<file path="src/ssp_pkg.sv">
package ssp_pkg;

   // raw serial pins as they arrive from the host
   typedef struct packed {
      logic enable_n;
      logic sclk;
      logic sdata;
   } ssp_pins_t;

   typedef enum logic [1:0] {
      SSP_SEL_PORT,
      SSP_SEL_DOUT,
      SSP_SEL_VCO,
      SSP_SEL_REF
   } ssp_sel_t;

   localparam int SSP_SYNC_STAGES = 3;
   localparam int SSP_PIN_EN = 2;
   localparam int SSP_PIN_SCLK = 1;
   localparam int SSP_PIN_DATA = 0;

   localparam int SSP_CFG_W = 8;
   localparam int SSP_REF_W = 16;
   localparam int SSP_LOOP_W = 24;
   localparam int SSP_REF_DIV_W = 13;
   localparam int SSP_REF_TOP_W = 3;
   localparam int SSP_N_W = 12;
   localparam int SSP_A_W = 6;
   localparam int SSP_TOTAL_W = 18;

   localparam logic [5:0] SSP_LEN_NONE = 6'h00;
   localparam logic [5:0] SSP_LEN_CFG = 6'h08;
   localparam logic [5:0] SSP_LEN_REF = 6'h10;
   localparam logic [5:0] SSP_LEN_LOOP = 6'h18;
   localparam logic [5:0] SSP_LEN_MAX = 6'h20;

   localparam int SSP_CFG_PORT_BIT = 1;
   localparam int SSP_CFG_OD_BIT = 0;
   localparam int SSP_LOOP_SEL_HI = 23;
   localparam int SSP_LOOP_SEL_LO = 22;
   localparam int SSP_LOOP_N_LSB = 6;
   localparam int SSP_LOOP_N_MSB = 17;
   localparam int SSP_LOOP_A_MSB = 5;

   localparam logic [7:0] SSP_CFG_RST = 8'h00;
   localparam logic [12:0] SSP_REF_DIV_RST = 13'h0000;
   localparam logic [2:0] SSP_REF_TOP_RST = 3'h0;
   localparam logic [23:0] SSP_LOOP_RST = 24'h400000;

endpackage

</file>
<file path="src/ssp_synth_port.sv">
`timescale 1ns/1ps
// Overview of operation
// - frames arrive msb first; data sampled on each serial clock rising edge.
// - 8 clocks load config, 16 load first reference buffer, 24 load loop word.
// - config, reference and loop registers hold steady while bits shift.
// - enable rising edge copies the shift register into the target register.
// - low 13 reference bits double-buffered; top 3 act right after 16-clock transfer.
// - loop word transfer also moves first reference buffer into the second.
// - enable low pulse without clocks also moves first reference buffer to second.
// - no address bits; registers may be written in any order.
// - static 24-and-a-half stage shift register tolerates any slow clock.
// - cascade data out changes on serial clock falling edge.
// - enable high blocks shifting and holds the port initialised.
// - enable edge while clock high desyncs; resync when enable high, clock low.
// - power-up needs clock low or enable high; reset here initialises all.
// - two loop bits select reference, vco, cascade data or port level.
// - 13-stage reference divider, 5 to 8191 or 1 bypass, pulses high.
// - vco pulse after main value times 64 plus swallow input events.
// - after reset the multiplexed output carries cascade data out.
// - port mode drives the multiplexed output to config bit 1.
// - open-drain output pulls low when config bit 0 low, floats when high.
// - reset forces the open-drain output low.
module ssp_synth_port (
   input wire logic core_clk,
   input wire logic reset_n,
   input wire logic clk_en,
   input wire ssp_pkg::ssp_pins_t pins,
   input wire logic ref_tick,
   input wire logic rf_tick,
   output logic [7:0] config_byte,
   output logic [2:0] ref_top_bits,
   output logic [12:0] ref_divide_value,
   output logic [23:0] loop_word,
   output logic reference_pulse,
   output logic vco_pulse,
   output logic mux_out,
   output logic outb_o,
   output logic outb_oe
);
   import ssp_pkg::*;

   typedef enum logic [1:0] {
      PS_IDLE,
      PS_SHIFT,
      PS_DESYNC
   } ssp_state_t;

   ////////////////////////////////////////////////////////////////////////////
   // pin synchronisers: a change counts once stages two and three agree

   logic [2:0] raw;
   logic [2:0] s1_q, s2_q, s3_q;
   logic [2:0] filt_d, filt_q, prev_q;

   assign raw = pins;

   genvar gi;
   generate
      for (gi = 0; gi < 3; gi++) begin : g_sync
         assign filt_d[gi] = (s2_q[gi] == s3_q[gi]) ? s3_q[gi] : filt_q[gi];
      end
   endgenerate

   always_ff @(posedge core_clk) begin
      if (!reset_n) begin
         // idle levels: enable high, clock low
         s1_q <= 3'h4;
         s2_q <= 3'h4;
         s3_q <= 3'h4;
         filt_q <= 3'h4;
         prev_q <= 3'h4;
      end else if (clk_en) begin
         s1_q <= raw;
         s2_q <= s1_q;
         s3_q <= s2_q;
         filt_q <= filt_d;
         prev_q <= filt_q;
      end
   end

   logic en_lvl, sclk_lvl, sdata_lvl;
   logic sclk_rise, sclk_fall, en_fall, en_rise;

   assign en_lvl = filt_q[SSP_PIN_EN];
   assign sclk_lvl = filt_q[SSP_PIN_SCLK];
   assign sdata_lvl = filt_q[SSP_PIN_DATA];
   assign sclk_rise = sclk_lvl & ~prev_q[SSP_PIN_SCLK];
   assign sclk_fall = ~sclk_lvl & prev_q[SSP_PIN_SCLK];
   assign en_fall = ~en_lvl & prev_q[SSP_PIN_EN];
   assign en_rise = en_lvl & ~prev_q[SSP_PIN_EN];

   ////////////////////////////////////////////////////////////////////////////
   // serial port: shift register, frame counter and transfers

   ssp_state_t state_d, state_q;
   logic [23:0] sr_d, sr_q;
   logic half_d, half_q;
   logic [5:0] count_d, count_q;
   logic [7:0] cfg_d, cfg_q;
   logic [12:0] ref1_d, ref1_q, ref2_d, ref2_q;
   logic [2:0] top_d, top_q;
   logic [23:0] loop_d, loop_q;

   always_comb begin
      state_d = state_q;
      sr_d = sr_q;
      half_d = half_q;
      count_d = count_q;
      cfg_d = cfg_q;
      ref1_d = ref1_q;
      ref2_d = ref2_q;
      top_d = top_q;
      loop_d = loop_q;
      case (state_q)
         PS_IDLE: begin
            count_d = SSP_LEN_NONE;
            if (en_fall) begin
               state_d = sclk_lvl ? PS_DESYNC : PS_SHIFT;
            end
         end
         PS_SHIFT: begin
            if (en_rise) begin
               if (sclk_lvl) begin
                  // enable moved with clock high: drop the frame
                  state_d = PS_DESYNC;
               end else begin
                  state_d = PS_IDLE;
                  // length alone picks the target, no address bits
                  if (count_q == SSP_LEN_CFG) begin
                     cfg_d = sr_q[SSP_CFG_W-1:0];
                  end else if (count_q == SSP_LEN_REF) begin
                     ref1_d = sr_q[SSP_REF_DIV_W-1:0];
                     top_d = sr_q[SSP_REF_W-1:SSP_REF_DIV_W];
                  end else if (count_q == SSP_LEN_LOOP) begin
                     loop_d = sr_q;
                     ref2_d = ref1_q;
                  end else if (count_q == SSP_LEN_NONE) begin
                     ref2_d = ref1_q;
                  end
                  // other lengths are not allowed and change nothing
               end
            end else begin
               if (sclk_rise && count_q != SSP_LEN_MAX) begin
                  // static storage: any gap between edges is fine
                  sr_d = {sr_q[22:0], sdata_lvl};
                  count_d = count_q + 6'h01;
               end
               if (sclk_fall) begin
                  half_d = sr_q[23];
               end
            end
         end
         PS_DESYNC: begin
            if (en_lvl && !sclk_lvl) begin
               state_d = PS_IDLE;
            end
         end
         default: begin
            state_d = PS_IDLE;
         end
      endcase
   end

   always_ff @(posedge core_clk) begin
      if (!reset_n) begin
         // power-on state; pins must idle sanely for this to mean anything
         state_q <= PS_IDLE;
         sr_q <= 24'h000000;
         half_q <= 1'b0;
         count_q <= SSP_LEN_NONE;
         cfg_q <= SSP_CFG_RST;
         ref1_q <= SSP_REF_DIV_RST;
         ref2_q <= SSP_REF_DIV_RST;
         top_q <= SSP_REF_TOP_RST;
         loop_q <= SSP_LOOP_RST;
      end else if (clk_en) begin
         state_q <= state_d;
         sr_q <= sr_d;
         half_q <= half_d;
         count_q <= count_d;
         cfg_q <= cfg_d;
         ref1_q <= ref1_d;
         ref2_q <= ref2_d;
         top_q <= top_d;
         loop_q <= loop_d;
      end
   end

   ////////////////////////////////////////////////////////////////////////////
   // dividers and output multiplexer

   logic [12:0] rcnt_d, rcnt_q;
   logic [17:0] vcnt_d, vcnt_q;
   logic [17:0] total;
   logic rpulse_d, rpulse_q, vpulse_d, vpulse_q, mux_d, mux_q;
   ssp_sel_t sel;

   // main value must be at least the swallow value; not checked here
   assign total = SSP_TOTAL_W'({loop_q[SSP_LOOP_N_MSB:SSP_LOOP_N_LSB], 6'h00})
                  + SSP_TOTAL_W'(loop_q[SSP_LOOP_A_MSB:0]);
   assign sel = ssp_sel_t'({loop_q[SSP_LOOP_SEL_HI], loop_q[SSP_LOOP_SEL_LO]});

   always_comb begin
      rcnt_d = rcnt_q;
      vcnt_d = vcnt_q;
      rpulse_d = 1'b0;
      vpulse_d = 1'b0;
      if (ref_tick) begin
         // values 0 and 1 both bypass; 2 to 4 are outside the rated range
         if (ref2_q <= 13'h0001 || rcnt_q >= ref2_q - 13'h0001) begin
            rcnt_d = 13'h0000;
            rpulse_d = 1'b1;
         end else begin
            rcnt_d = rcnt_q + 13'h0001;
         end
      end
      if (rf_tick) begin
         if (total <= 18'h00001 || vcnt_q >= total - 18'h00001) begin
            vcnt_d = 18'h00000;
            vpulse_d = 1'b1;
         end else begin
            vcnt_d = vcnt_q + 18'h00001;
         end
      end
      case (sel)
         SSP_SEL_REF: mux_d = rpulse_d;
         SSP_SEL_VCO: mux_d = vpulse_d;
         SSP_SEL_DOUT: mux_d = half_d;
         default: mux_d = cfg_q[SSP_CFG_PORT_BIT];
      endcase
   end

   always_ff @(posedge core_clk) begin
      if (!reset_n) begin
         rcnt_q <= 13'h0000;
         vcnt_q <= 18'h00000;
         rpulse_q <= 1'b0;
         vpulse_q <= 1'b0;
         mux_q <= 1'b0;
      end else if (clk_en) begin
         rcnt_q <= rcnt_d;
         vcnt_q <= vcnt_d;
         rpulse_q <= rpulse_d;
         vpulse_q <= vpulse_d;
         mux_q <= mux_d;
      end
   end

   assign config_byte = cfg_q;
   assign ref_top_bits = top_q;
   assign ref_divide_value = ref2_q;
   assign loop_word = loop_q;
   assign reference_pulse = rpulse_q;
   assign vco_pulse = vpulse_q;
   assign mux_out = mux_q;
   assign outb_o = 1'b0;
   assign outb_oe = ~cfg_q[SSP_CFG_OD_BIT];

   ////////////////////////////////////////////////////////////////////////////
   // checks

   logic xfer;
   assign xfer = clk_en && state_q == PS_SHIFT && en_rise && !sclk_lvl;

   shift_msb_a: assert property (@(posedge core_clk) disable iff (!reset_n)
      clk_en && state_q == PS_SHIFT && !en_rise && sclk_rise && count_q != SSP_LEN_MAX
      |=> sr_q == {$past(sr_q[22:0]), $past(sdata_lvl)} && count_q == $past(count_q) + 6'h01)
      else $error("shift register did not take the sampled bit");

   cfg_load_a: assert property (@(posedge core_clk) disable iff (!reset_n)
      xfer && count_q == SSP_LEN_CFG |=> cfg_q == $past(sr_q[7:0]) && $stable(loop_q))
      else $error("8-clock frame did not load the config byte");

   ref_load_a: assert property (@(posedge core_clk) disable iff (!reset_n)
      xfer && count_q == SSP_LEN_REF
      |=> ref1_q == $past(sr_q[12:0]) && top_q == $past(sr_q[15:13]) && $stable(ref2_q))
      else $error("16-clock frame loaded the wrong buffer");

   loop_load_a: assert property (@(posedge core_clk) disable iff (!reset_n)
      xfer && count_q == SSP_LEN_LOOP |=> loop_q == $past(sr_q) && ref2_q == $past(ref1_q))
      else $error("24-clock frame did not load loop word and second buffer");

   pulse_copy_a: assert property (@(posedge core_clk) disable iff (!reset_n)
      xfer && count_q == SSP_LEN_NONE |=> ref2_q == $past(ref1_q) && $stable(cfg_q))
      else $error("clockless enable pulse did not copy the reference buffer");

   regs_hold_a: assert property (@(posedge core_clk) disable iff (!reset_n)
      !xfer |=> $stable(cfg_q) && $stable(loop_q) && $stable(ref1_q) && $stable(ref2_q))
      else $error("register changed outside an enable transfer");

   idle_init_a: assert property (@(posedge core_clk) disable iff (!reset_n)
      clk_en && state_q == PS_IDLE |=> count_q == SSP_LEN_NONE)
      else $error("port not held initialised while enable high");

   desync_a: assert property (@(posedge core_clk) disable iff (!reset_n)
      clk_en && state_q == PS_SHIFT && en_rise && sclk_lvl
      |=> state_q == PS_DESYNC && $stable(cfg_q) && $stable(loop_q))
      else $error("enable edge with clock high was not rejected");

   port_mode_a: assert property (@(posedge core_clk) disable iff (!reset_n)
      clk_en && sel == SSP_SEL_PORT |=> mux_out == $past(cfg_q[1]))
      else $error("port mode output does not follow config bit 1");

   dout_fall_a: assert property (@(posedge core_clk) disable iff (!reset_n)
      clk_en && sel == SSP_SEL_DOUT && state_q == PS_SHIFT && !en_rise && sclk_fall
      |=> mux_out == $past(sr_q[23]))
      else $error("cascade data did not change on clock fall");

   reset_init_a: assert property (@(posedge core_clk)
      !reset_n |=> outb_oe && sel == SSP_SEL_DOUT && !mux_out)
      else $error("reset did not select data out and pull output b low");

   ref_pulse_a: assert property (@(posedge core_clk) disable iff (!reset_n)
      clk_en && !ref_tick |=> !reference_pulse)
      else $error("reference pulse without an input event");

   vco_pulse_a: assert property (@(posedge core_clk) disable iff (!reset_n)
      clk_en && !rf_tick |=> !vco_pulse)
      else $error("vco pulse without an input event");

   desync_hold_a: assert property (@(posedge core_clk) disable iff (!reset_n)
      clk_en && state_q == PS_DESYNC |=> $stable(sr_q) && $stable(half_q) && $stable(count_q))
      else $error("shift register moved while out of sync");

   idle_block_a: assert property (@(posedge core_clk) disable iff (!reset_n)
      clk_en && state_q == PS_IDLE |=> $stable(sr_q) && $stable(half_q))
      else $error("shift register moved while enable high");

   // a stopped enable must look like a stopped clock to every register
   freeze_hold_a: assert property (@(posedge core_clk) disable iff (!reset_n)
      !clk_en |=> $stable(state_q) && $stable(sr_q) && $stable(count_q) && $stable(filt_q)
         && $stable(cfg_q) && $stable(rcnt_q) && $stable(mux_q))
      else $error("state moved while the clock enable was low");

   cfg_write_c: cover property (@(posedge core_clk) disable iff (!reset_n)
      xfer && count_q == SSP_LEN_CFG);
   loop_write_c: cover property (@(posedge core_clk) disable iff (!reset_n)
      xfer && count_q == SSP_LEN_LOOP);
   bare_pulse_c: cover property (@(posedge core_clk) disable iff (!reset_n)
      xfer && count_q == SSP_LEN_NONE);
   desync_c: cover property (@(posedge core_clk) disable iff (!reset_n)
      state_q == PS_DESYNC ##1 state_q == PS_IDLE);
   dout_shift_c: cover property (@(posedge core_clk) disable iff (!reset_n)
      clk_en && sel == SSP_SEL_DOUT && sclk_fall && state_q == PS_SHIFT);

endmodule

</file>
<file path="config.mk">
export PLATFORM = sky130hd
export DESIGN_NAME = ssp_synth_port
export DESIGN_NICKNAME = d
export VERILOG_FILES = /design/src/ssp_pkg.sv /design/src/ssp_synth_port.sv
export SDC_FILE = /design/constraint.sdc
export NUM_CORES = 1
export LEC_CHECK = 0
export ABC_CLOCK_PERIOD_IN_PS = 3700
export BUFFER_PORTS_ARGS = -buffer_cell sky130_fd_sc_hd__buf_4
export CAP_MARGIN = 15
export CORE_UTILIZATION = 23
export CTS_BUF_LIST = sky130_fd_sc_hd__clkbuf_8
export CTS_CLUSTER_DIAMETER = 80
export DETAILED_ROUTE_END_ITERATION = 8
export PLACE_DENSITY = 0.41
export SYNTH_ARGS = -nofsm -noshare
export SYNTH_HDL_FRONTEND = slang
export SYNTH_SLANG_ARGS = --single-unit
</file>
<file path="constraint.sdc">
create_clock -name core_clk -period 3.7 [get_ports core_clk]
set_input_delay 0.925 -clock core_clk [delete_from_list [all_inputs] [get_ports core_clk]]
set_output_delay 0.925 -clock core_clk [all_outputs]
set_load 0.01 [all_outputs]
</file>
==> results of run 1 <==
[worst min-delay path, delay by kind of cell, from the launching register on]
kind               cells  cell delay (ns)
DFF                    1             0.31
and+or+nand+nor        1             0.05
AOI/OAI and AO/OA      1             0.05
[flip-flops by register name, summed over array words and instances (netlist names), 6 cells and up]
register          cells
count_q               6
loop_word            24
ref_divide_value     13
vcnt_q               18
sr_q                 24
ref1_q               13
rcnt_q               13
config_byte           8
[logic make-up after synthesis]
group           count (synthesis)  share of synthesized area
buf+inv                        51                    0.03166
other cells                     1                  0.0005581
fa+ha+maj                      39                    0.07263
simple gates                  376                     0.2544
mux                            13                    0.01955
xor+xnor                       55                    0.07170
flops                         142                     0.4231
compound gates                150                     0.1264
[Yosys cell counts (3+ instances only)]
library cell | instances | area [um2]
o21a_1 | 4 | 30.03
nor4_1 | 5 | 31.28
xor2_1 | 28 | 245.2
nor2b_1 | 6 | 37.54
nand2b_1 | 5 | 31.28
nand2_1 | 206 | 773.2
nand3_1 | 26 | 130.1
nand4_1 | 15 | 93.84
nand3b_1 | 3 | 22.52
a31oi_1 | 7 | 43.79
and3_1 | 6 | 37.54
and4_1 | 3 | 26.28
inv_1 | 14 | 52.55
buf_2 | 8 | 40.04
clkbuf_1 | 23 | 86.33
nor2_1 | 61 | 229.0
mux2i_1 | 12 | 120.1
xnor2_1 | 27 | 236.5
o21ai_0 | 14 | 70.07
dfxtp_1 | 142 | 2843
nor3_1 | 16 | 80.08
ha_1 | 39 | 488.0
and2_1 | 5 | 31.28
a21oi_1 | 110 | 550.5
[final cells by class]
class	count	area, um2
tap	384	480.5
clock inverter	13	163.9
sequential	142	2843
multi-input combinational	634	3670
timing repair buffer	71	558.0
clock buffer	19	261.5
fill	3243	20660
inverter	16	61.31
[power groups by stage]
| stage | Combinational, W | Clock, W | Sequential (W) |
|---|---|---|---|
| after CTS | 0.0000688 | 0.00140 | 0.00153 |
| after global routing | 0.0000766 | 0.00147 | 0.00154 |
| after global placement | 0.0000693 | 0 | 0.00157 |
| after floorplan | 0.0000429 | 0 | 0.00157 |
| final | 0.0000700 | 0.00134 | 0.00153 |
| after detailed placement | 0.0000685 | 0 | 0.00157 |
[through the flow]
stage	setup slack [ns]	std cells	instance area (um2)	utilization	total power (W)
6_report	0.3428	1279	8038	0.2800	0.002946
4_1_cts	0.1554	1278	8018	0.2793	0.002999
2_1_floorplan	0.5099	827	6719	-	0.001613
3_5_place_dp	0.1749	1246	7592	0.2645	0.001639
3_3_place_gp	0.2886	1246	7592	0.2645	0.001640
5_1_grt	0.1285	1279	8038	0.2800	0.003078
[routing by layer]
metal  track usage  vias to the layer above  part of all wire
li1              -                     2926                 -
met1        0.1613                     2605              0.50
met2        0.1917                       63              0.47
met3       0.02770                        6             0.028
met4       0.02765                        0            0.0069
met5             0                        -                 0
[cell usage in the layout, fill, tap and decap left out, types with 14 or more instances in the layout]
cell type,instances
a21oi_1,110
buf_4,69
clkbuf_8,19
dfxtp_1,142
ha_1,39
inv_1,15
nand2_1,206
nand3_1,26
nand4_1,15
nor2_1,61
nor3_1,16
o21ai_0,14
xnor2_1,27
xor2_1,28
[repair_timing]
item / in CTS / in global routing
setup endpoints to repair: 0 / 14
gates resized for setup: 0 / 0
buffers inserted: 0 / 1
hold endpoints to repair: 0 / 0
[worst max-delay path by stage]
stage	end	slack [ns]	from	cells past startpoint
3_3_place_gp	vcnt_q[17]	0.29	loop_word[6]	12
6_report	mux_out	0.34	loop_word[6]	12
3_5_place_dp	vcnt_q[6]	0.17	loop_word[6]	12
4_1_cts	vcnt_q[17]	0.16	loop_word[6]	12
2_1_floorplan	vcnt_q[10]	0.51	loop_word[6]	12
5_1_grt	vcnt_q[3]	0.13	loop_word[6]	12
==> flow_summary.yaml, run 1 <==
sta:
  finalSetupViolCount: 0
  hold_viol: 0
  relSlewSlack: 0.5245
  post-route-period-util: 0.9074
  worstMarginPinSlew_ns: 0.7118
  maxSlewViolCount: 0
  tns_ns: 0
  period_needed_ns: 3.357
  max_freq_mhz: 297.9
  grt_setup_unrepaired: "no"
  skew_ns: 0.01503
  worst_hold_slack_ns: 0.4541
flow_run:
  maxCapViolCount: 0
placed_design:
  hpwlAfterDp_um: 12560
  io_buffers: 59
  place_congestion: 0.7426
floorplan:
  core_um2: 28700
  io_pins: 61
  initial_core_util: 0.2341
  rows: 62
  fp.dieW_um: 172.9
  die_area_um2: 29900
  die_h_um: 172.9
route:
  wl_um: 17430
  dr.pass1.iters: 4
  routedWlPerCell_um: 13.62
  route.detailed.drc: 0
  ant_nets: 0
  drtIter0Drc: 280
  num_vias: 5600
  drt-vias-per-instance: 4.378
layout:
  drive_gt1_frac: 0.1352
  nNetsFinal: 929
  syn_to_final_growth_pct: 19.63
  diodes: 0
cts:
  root_buffer: "clkbuf_8"
  cts_inserted_buffers: 17
  cts.hold.buffers_added: 0
  clk_pin_slew_worst_paths_ns: 0.09
  h-tree-depth: 4
  clk-insertion-delay-late_ns: 0.44
  cts_tree: "done"
  cts.sinks: 142
  clock_path_buffers: 2
worst_setup_path:
  end_kind: "register"
  crit_path_frequent_cell: "a31oi_1"
  critPathTopFamily: "simple AND/OR/NAND/NOR gates"
  r2r_end: "mux_out"
  required_ns: 4.03
  r2r_start: "loop_word[6]"
  path_buf_inv: 1
  rr_worst_depth: 12
  crit_fanout: 7
  critPathKind: "register to register"
  cp_slowest_stage_delay_ns: 0.57
  worstSetupStartpointType: "register"
  arrival_ns: 3.69
  crit_chain: "or4_4, nor3_2, nand3_1, nor4_1, xnor2_1, ha_1, a21oi_1, o221ai_1, a31oi_1, buf_4, a31oi_1, o21a_1"
  r2r_setup_slack_ns: 0.34
  cpMaxStageDelayCell: "or4_4"
pwr:
  switching_share: 0.2332
  p_int_w: 0.002259
  pwr-share-comb: 0.024
  p_leak_nw: 3.054
  clkPwrFrac: 0.455
  power_density_nw_per_um2: 366.6
  max-vdd-ir-drop_v: 0.0001623
  switching_power_w: 0.0006871
  pwr-share-seq: 0.521
global_routing:
  grt_max_degree: 88
  antenna_found_initial: 0
  track_usage: 0.1193
  grt_pass1_wl_um: 28660
  grt_pass1_vias: 5296
  grt_remaining_overflow: 0
worst_hold_path:
  min_from: "ref1_q[4]"
  hp-class: "register to register"
  holdPathStages: 2
  hold_end: "ref1_q[4]"
synthesis:
  syn_inst: 827
  avgSynthCellArea_um2: 8.124
  synth_cell_types: 55
  synthArstFlopShare: 0
  synth-seq-cells: 142
  ys_seq_area_frac: 0.4231
  synth_flop_cell: "dfxtp_1"
  ys_warn_count: 0
  netlist_area_um2: 6719
  synth_edf_count: 0
  syn-num-nets: 874
status:
  status: "complete, no violations"
Note: power is estimated with default switching activity, not from simulation.
==> run 2: changes to the inputs <==
==> config.mk (replaced) <==
export PLATFORM = sky130hd
export DESIGN_NAME = ssp_synth_port
export DESIGN_NICKNAME = d
export VERILOG_FILES = /design/src/ssp_pkg.sv /design/src/ssp_synth_port.sv
export SDC_FILE = /design/constraint.sdc
export NUM_CORES = 1
export LEC_CHECK = 0
export ABC_CLOCK_PERIOD_IN_PS = 2900
export CAP_MARGIN = 15
export CORE_UTILIZATION = 23
export CTS_BUF_LIST = sky130_fd_sc_hd__clkbuf_8
export CTS_CLUSTER_DIAMETER = 80
export DETAILED_ROUTE_END_ITERATION = 8
export DONT_BUFFER_PORTS = 1
export PLACE_DENSITY = 0.4
export SYNTH_ARGS = -nofsm -noshare
export SYNTH_HDL_FRONTEND = slang
export SYNTH_SLANG_ARGS = --single-unit
export TNS_END_PERCENT = 100
==> constraint.sdc (replaced) <==
create_clock -name core_clk -period 2.9 [get_ports core_clk]
set_input_delay 0.725 -clock core_clk [delete_from_list [all_inputs] [get_ports core_clk]]
set_output_delay 0.725 -clock core_clk [all_outputs]
set_load 0.01 [all_outputs]
==> flow_summary.yaml, run 2 (synthesis results as in run 1) <==
global_routing:
  grt_pass1_wl_um: 29550
  grt_pass1_vias: 5302
  antenna_found_initial: 0
  track_usage: 0.1251
  grt_max_degree: 107
  grt_remaining_overflow: 0
pwr:
  power_density_nw_per_um2: 452.5
  total_power_w: 0.003645
  p_leak_nw: 3.014
  max-vdd-ir-drop_v: 0.0002138
route:
  dr.pass1.iters: 4
  drt-vias-per-instance: 4.321
  drtIter0Drc: 287
  num_vias: 5466
  wl_um: 18280
  routedWlPerCell_um: 14.45
  ant_nets: 0
  route.detailed.drc: 0
sta:
  worstMarginPinSlew_ns: 0.5861
  worst_hold_slack_ns: 0.3575
  grt_setup_unrepaired: "yes"
  skew_ns: 0.02483
  maxSlewViolCount: 0
  max_freq_mhz: 330.3
  hold_viol: 0
  layout_setup_ws_ns: -0.1272
  finalSetupViolCount: 20
  post-route-period-util: 1.044
  relSlewSlack: 0.6093
  period_needed_ns: 3.027
worst_setup_path:
  required_ns: 3.24
  worstSetupStartpointType: "register"
  r2r_start: "loop_word[9]"
  arrival_ns: 3.37
  r2r_end: "vcnt_q[10]"
  critPathLaunch: "loop_word[9]"
  crit_end: "vcnt_q[10]"
  end_kind: "register"
  crit_fanout: 6
  critPathKind: "register to register"
  r2r_setup_slack_ns: -0.13
  rr_worst_depth: 13
cts:
  clock_path_buffers: 2
  cts.sinks: 142
  clk-insertion-delay-late_ns: 0.45
  cts_tree: "done"
  root_buffer: "clkbuf_8"
  cts_inserted_buffers: 17
  cts.hold.buffers_added: 0
  h-tree-depth: 4
  clk_pin_slew_worst_paths_ns: 0.10
layout:
  nNetsFinal: 915
  diodes: 0
  syn_to_final_growth_pct: 19.91
  drive_gt1_frac: 0.1430
  final_cell_area_um2: 8056
  final_common_cell: "nand2_1"
  layout_common_cells: "nand2_1, dfxtp_1, a21oi_1"
placed_design:
  post_dp_cell_area_um2: 7521
  place_congestion: 0.7447
  hpwlAfterDp_um: 13130
  io_buffers: 0
status:
  status: "complete, but fails checks"
  violations: "negative setup slack"
floorplan:
  initial_core_util: 0.2341
  io_pins: 61
  core_um2: 28700
  fp.dieW_um: 172.9
  die_area_um2: 29900
  rows: 62
  die_h_um: 172.9
flow_run:
  maxCapViolCount: 0
worst_hold_path:
  hp-class: "input pin to register"
  min_from: "reset_n"
## run 2: cell count changes in the layout (fill, tap and decap cells not counted), sizes merged
| cell | change |
|---|---|
| buf | -14 |
| inv | +4 |
| bufinv | -2 |
| clkbuf | -1 |
| clkinv | +2 |
| clkinvlp | -3 |
## run 2: metrics by stage
step	cells	util	setup TNS, ns	setup slack [ns]
6_report	1265	0.2807	-1.875	-0.1272
3_5_place_dp	1228	0.2620	-1.658	-0.1364
4_1_cts	1262	0.2771	-1.122	-0.08046
5_1_grt	1265	0.2807	-5.369	-0.2959
3_3_place_gp	1228	0.2620	-0.2449	-0.06896
2_1_floorplan	827	-	-0.5026	-0.05051
## run 2: routing by layer
layer  track usage  part of all wire  vias to the layer above  wire, um
li1              -                 -                     2892         -
met1        0.1667              0.48                     2503      8738
met2        0.1986              0.47                       67      8515
met3       0.03584             0.048                        4       873
met4       0.02950            0.0084                        0       154
met5             0                 0                        -         0
## run 2: worst min path at each step
stage                      end  slack, ns  cells past startpoint
floorplan           ref1_q[10]       0.43                      2
global placement     ref1_q[4]       0.44                      2
detailed placement   ref1_q[4]       0.45                      2
CTS                    s2_q[2]       0.31                      1
global route           s1_q[2]       0.31                      1
finish                 s1_q[2]       0.36                      1
## run 2: worst max-delay path, cell delays in order (launching register included)
cell,delay [ns]
dfxtp_2,0.33
or4_4,0.55
nor3_4,0.20
nand3_1,0.20
nor3_1,0.21
xnor2_1,0.10
ha_1,0.27
nand4_1,0.12
nor3_2,0.20
buf_4,0.16
a31oi_4,0.10
a31oi_4,0.26
buf_6,0.16
nor2_1,0.05
## run 2: report_power, final
group          switching, W  internal, W
logic             0.0000493    0.0000235
registers        0.00000481      0.00195
clock network      0.000880     0.000733
## run 2: layout make-up
cell class	count	area [um2]
clock buffers	18	247.7
clock inverters	14	147.6
fillers	3146	20650
inverters	16	61.31
multi-input cells	634	3794
flip-flops and latches	142	2845
well taps	384	480.5
repair buffers	57	480.5
## run 2: timing repair
| action | 4_1_cts | 5_1_grt |
|---|---|---|
| gates resized for setup | 5 | 15 |
| endpoints found under the setup margin | 20 | 31 |
| pin swaps | 7 | 10 |
| gates cloned | 0 | 0 |
| setup buffers | 2 | 3 |
==> run 3: changes to the inputs <==
--- a/config.mk
+++ b/config.mk
@@ -6,13 +6,16 @@
 export NUM_CORES = 1
 export LEC_CHECK = 0
 export ABC_CLOCK_PERIOD_IN_PS = 2900
+export BUFFER_PORTS_ARGS = -buffer_cell sky130_fd_sc_hd__buf_4
 export CAP_MARGIN = 15
+export CELL_PAD_IN_SITES_DETAIL_PLACEMENT = 0
+export CELL_PAD_IN_SITES_GLOBAL_PLACEMENT = 1
 export CORE_UTILIZATION = 23
 export CTS_BUF_LIST = sky130_fd_sc_hd__clkbuf_8
 export CTS_CLUSTER_DIAMETER = 80
 export DETAILED_ROUTE_END_ITERATION = 8
-export DONT_BUFFER_PORTS = 1
-export PLACE_DENSITY = 0.4
+export PLACE_DENSITY = 0.51
+export RECOVER_POWER = 50
 export SYNTH_ARGS = -nofsm -noshare
 export SYNTH_HDL_FRONTEND = slang
 export SYNTH_SLANG_ARGS = --single-unit
==> flow_summary.yaml, run 3 (synthesis results as in run 1) <==
worst_setup_path:
  critPathTopFamily: "simple AND/OR/NAND/NOR gates"
  arrival_ns: 3.38
  worstSetupStartpointType: "register"
  crit_chain: "or4_4, nor3_4, nand3_4, nor3_4, xnor2_1, ha_1, nand4_1, nor3_4, buf_6, a31oi_4, a31oi_4, buf_12, nor2_1"
  end_kind: "register"
  cp.depth: 13
  cp_slowest_stage_delay_ns: 0.55
  crit_fanout: 14
  cpMaxStageDelayCell: "or4_4"
  required_ns: 3.25
  path_buf_inv: 2
  critPathKind: "register to register"
  crit_path_frequent_cell: "nor3_4"
  rr_worst_depth: 13
global_routing:
  track_usage: 0.1263
  grt_pass1_wl_um: 30350
  grt_pass1_vias: 5681
  grt_max_degree: 107
  grt_remaining_overflow: 0
  antenna_found_initial: 0
cts:
  cts.sinks: 142
  cts_tree: "done"
  h-tree-depth: 4
  clk-insertion-delay-late_ns: 0.45
  clk_pin_slew_worst_paths_ns: 0.09
  clock_path_buffers: 2
  cts_inserted_buffers: 17
  root_buffer: "clkbuf_8"
floorplan:
  io_pins: 61
  die_h_um: 172.9
  core_um2: 28700
  die_area_um2: 29900
  rows: 62
  fp.dieW_um: 172.9
  initial_core_util: 0.2341
pwr:
  total_power_w: 0.003818
  power_density_nw_per_um2: 462.4
  max-vdd-ir-drop_v: 0.0002765
  p_leak_nw: 3.104
sta:
  layout_setup_ws_ns: -0.1356
  worst_hold_slack_ns: 0.4503
  finalSetupViolCount: 20
  skew_ns: 0.01376
  grt_setup_unrepaired: "yes"
  maxSlewViolCount: 0
  max_freq_mhz: 329.4
  post-route-period-util: 1.047
  hold_viol: 0
  relSlewSlack: 0.4817
  period_needed_ns: 3.036
  worstMarginPinSlew_ns: 0.7774
route:
  route.detailed.drc: 0
  num_vias: 5741
  wl_um: 18110
  drt-vias-per-instance: 4.369
  ant_nets: 0
  drtIter0Drc: 266
  dr.pass1.iters: 4
  routedWlPerCell_um: 13.78
worst_hold_path:
  holdPathStages: 2
  hp-class: "register to register"
layout:
  diodes: 0
  syn_to_final_growth_pct: 22.89
  layout_common_cells: "nand2_1, dfxtp_1, a21oi_1"
  final_common_cell: "nand2_1"
  nNetsFinal: 965
  drive_gt1_frac: 0.1301
placed_design:
  io_buffers: 59
  hpwlAfterDp_um: 12990
  place_congestion: 0.7424
status:
  status: "complete, but fails checks"
  violations: "negative setup slack"
flow_run:
  maxCapViolCount: 0
[run 3: changes by cell type in the layout (fill, tap and decap cells not counted), sizes merged]
cell / change
clkbuf: +51
bufinv: +3
inv: -7
clkinvlp: +2
[run 3: final timing paths]
kind	start	to	slack, ns
min reg2reg	ref1_q[8]	ref_divide_value[8]	0.45
max reg2reg	loop_word[9]	vcnt_q[17]	-0.14
max	loop_word[9]	vcnt_q[17]	-0.14
min	ref1_q[8]	ref_divide_value[8]	0.45
[run 3: layer usage]
layer | vias up | GRT usage | part of all wire | routed length, um
met5 | - | 0 | 0 | 0
met4 | 0 | 0.03761 | 0.0098 | 178
met3 | 8 | 0.02682 | 0.027 | 482
met2 | 62 | 0.2031 | 0.47 | 8433
met1 | 2685 | 0.1692 | 0.50 | 9013
li1 | 2986 | - | - | -
[run 3: repair_timing]
item,CTS,global route
hold buffers,0,0
gates resized for setup,4,12
buffers inserted,2,1
endpoints found under the setup margin,20,34
pin swaps,6,9
hold endpoints to repair,0,0
[run 3: final cells by class]
class	instances	area, um2
well taps	384	480.5
clock buffers	19	261.5
multi-input cells	634	3777
flip-flops and latches	142	2844
clock inverters	12	167.7
repair buffers	107	664.4
inverters	16	61.31
fillers	3231	20450
[run 3: worst reg2reg max path, delay by kind of cell, from the launching register on]
| family | cells | cell delay [ns] |
|---|---|---|
| xor gates and xnor gates | 1 | 0.09 |
| DFF | 1 | 0.33 |
| adders and majority gates | 1 | 0.31 |
| and+or+nand+nor | 7 | 1.59 |
| AOI/OAI and AO/OA | 2 | 0.33 |
| buffers and inverters | 2 | 0.29 |
[run 3: power by group]
part	total [W]	internal (W)	switching, W
clock network	0.00177	0.000971	0.000799
logic	0.0000902	0.0000285	0.0000617
registers	0.00196	0.00195	0.00000370
total	0.00382	0.00295	0.000864
[run 3: through the flow]
stage          setup WS (ns)    util  TNS (ns)  instances  area (um2)
5_1_grt              -0.3340  0.2877    -6.302       1314        8257
3_3_place_gp         -0.1387  0.2756    -1.118       1280        7911
2_1_floorplan       -0.05051       -   -0.5026        827        6758
6_report             -0.1356  0.2877    -2.272       1314        8257
4_1_cts              -0.1459  0.2916    -2.403       1313        8371
3_5_place_dp         -0.1573  0.2756    -2.041       1280        7911
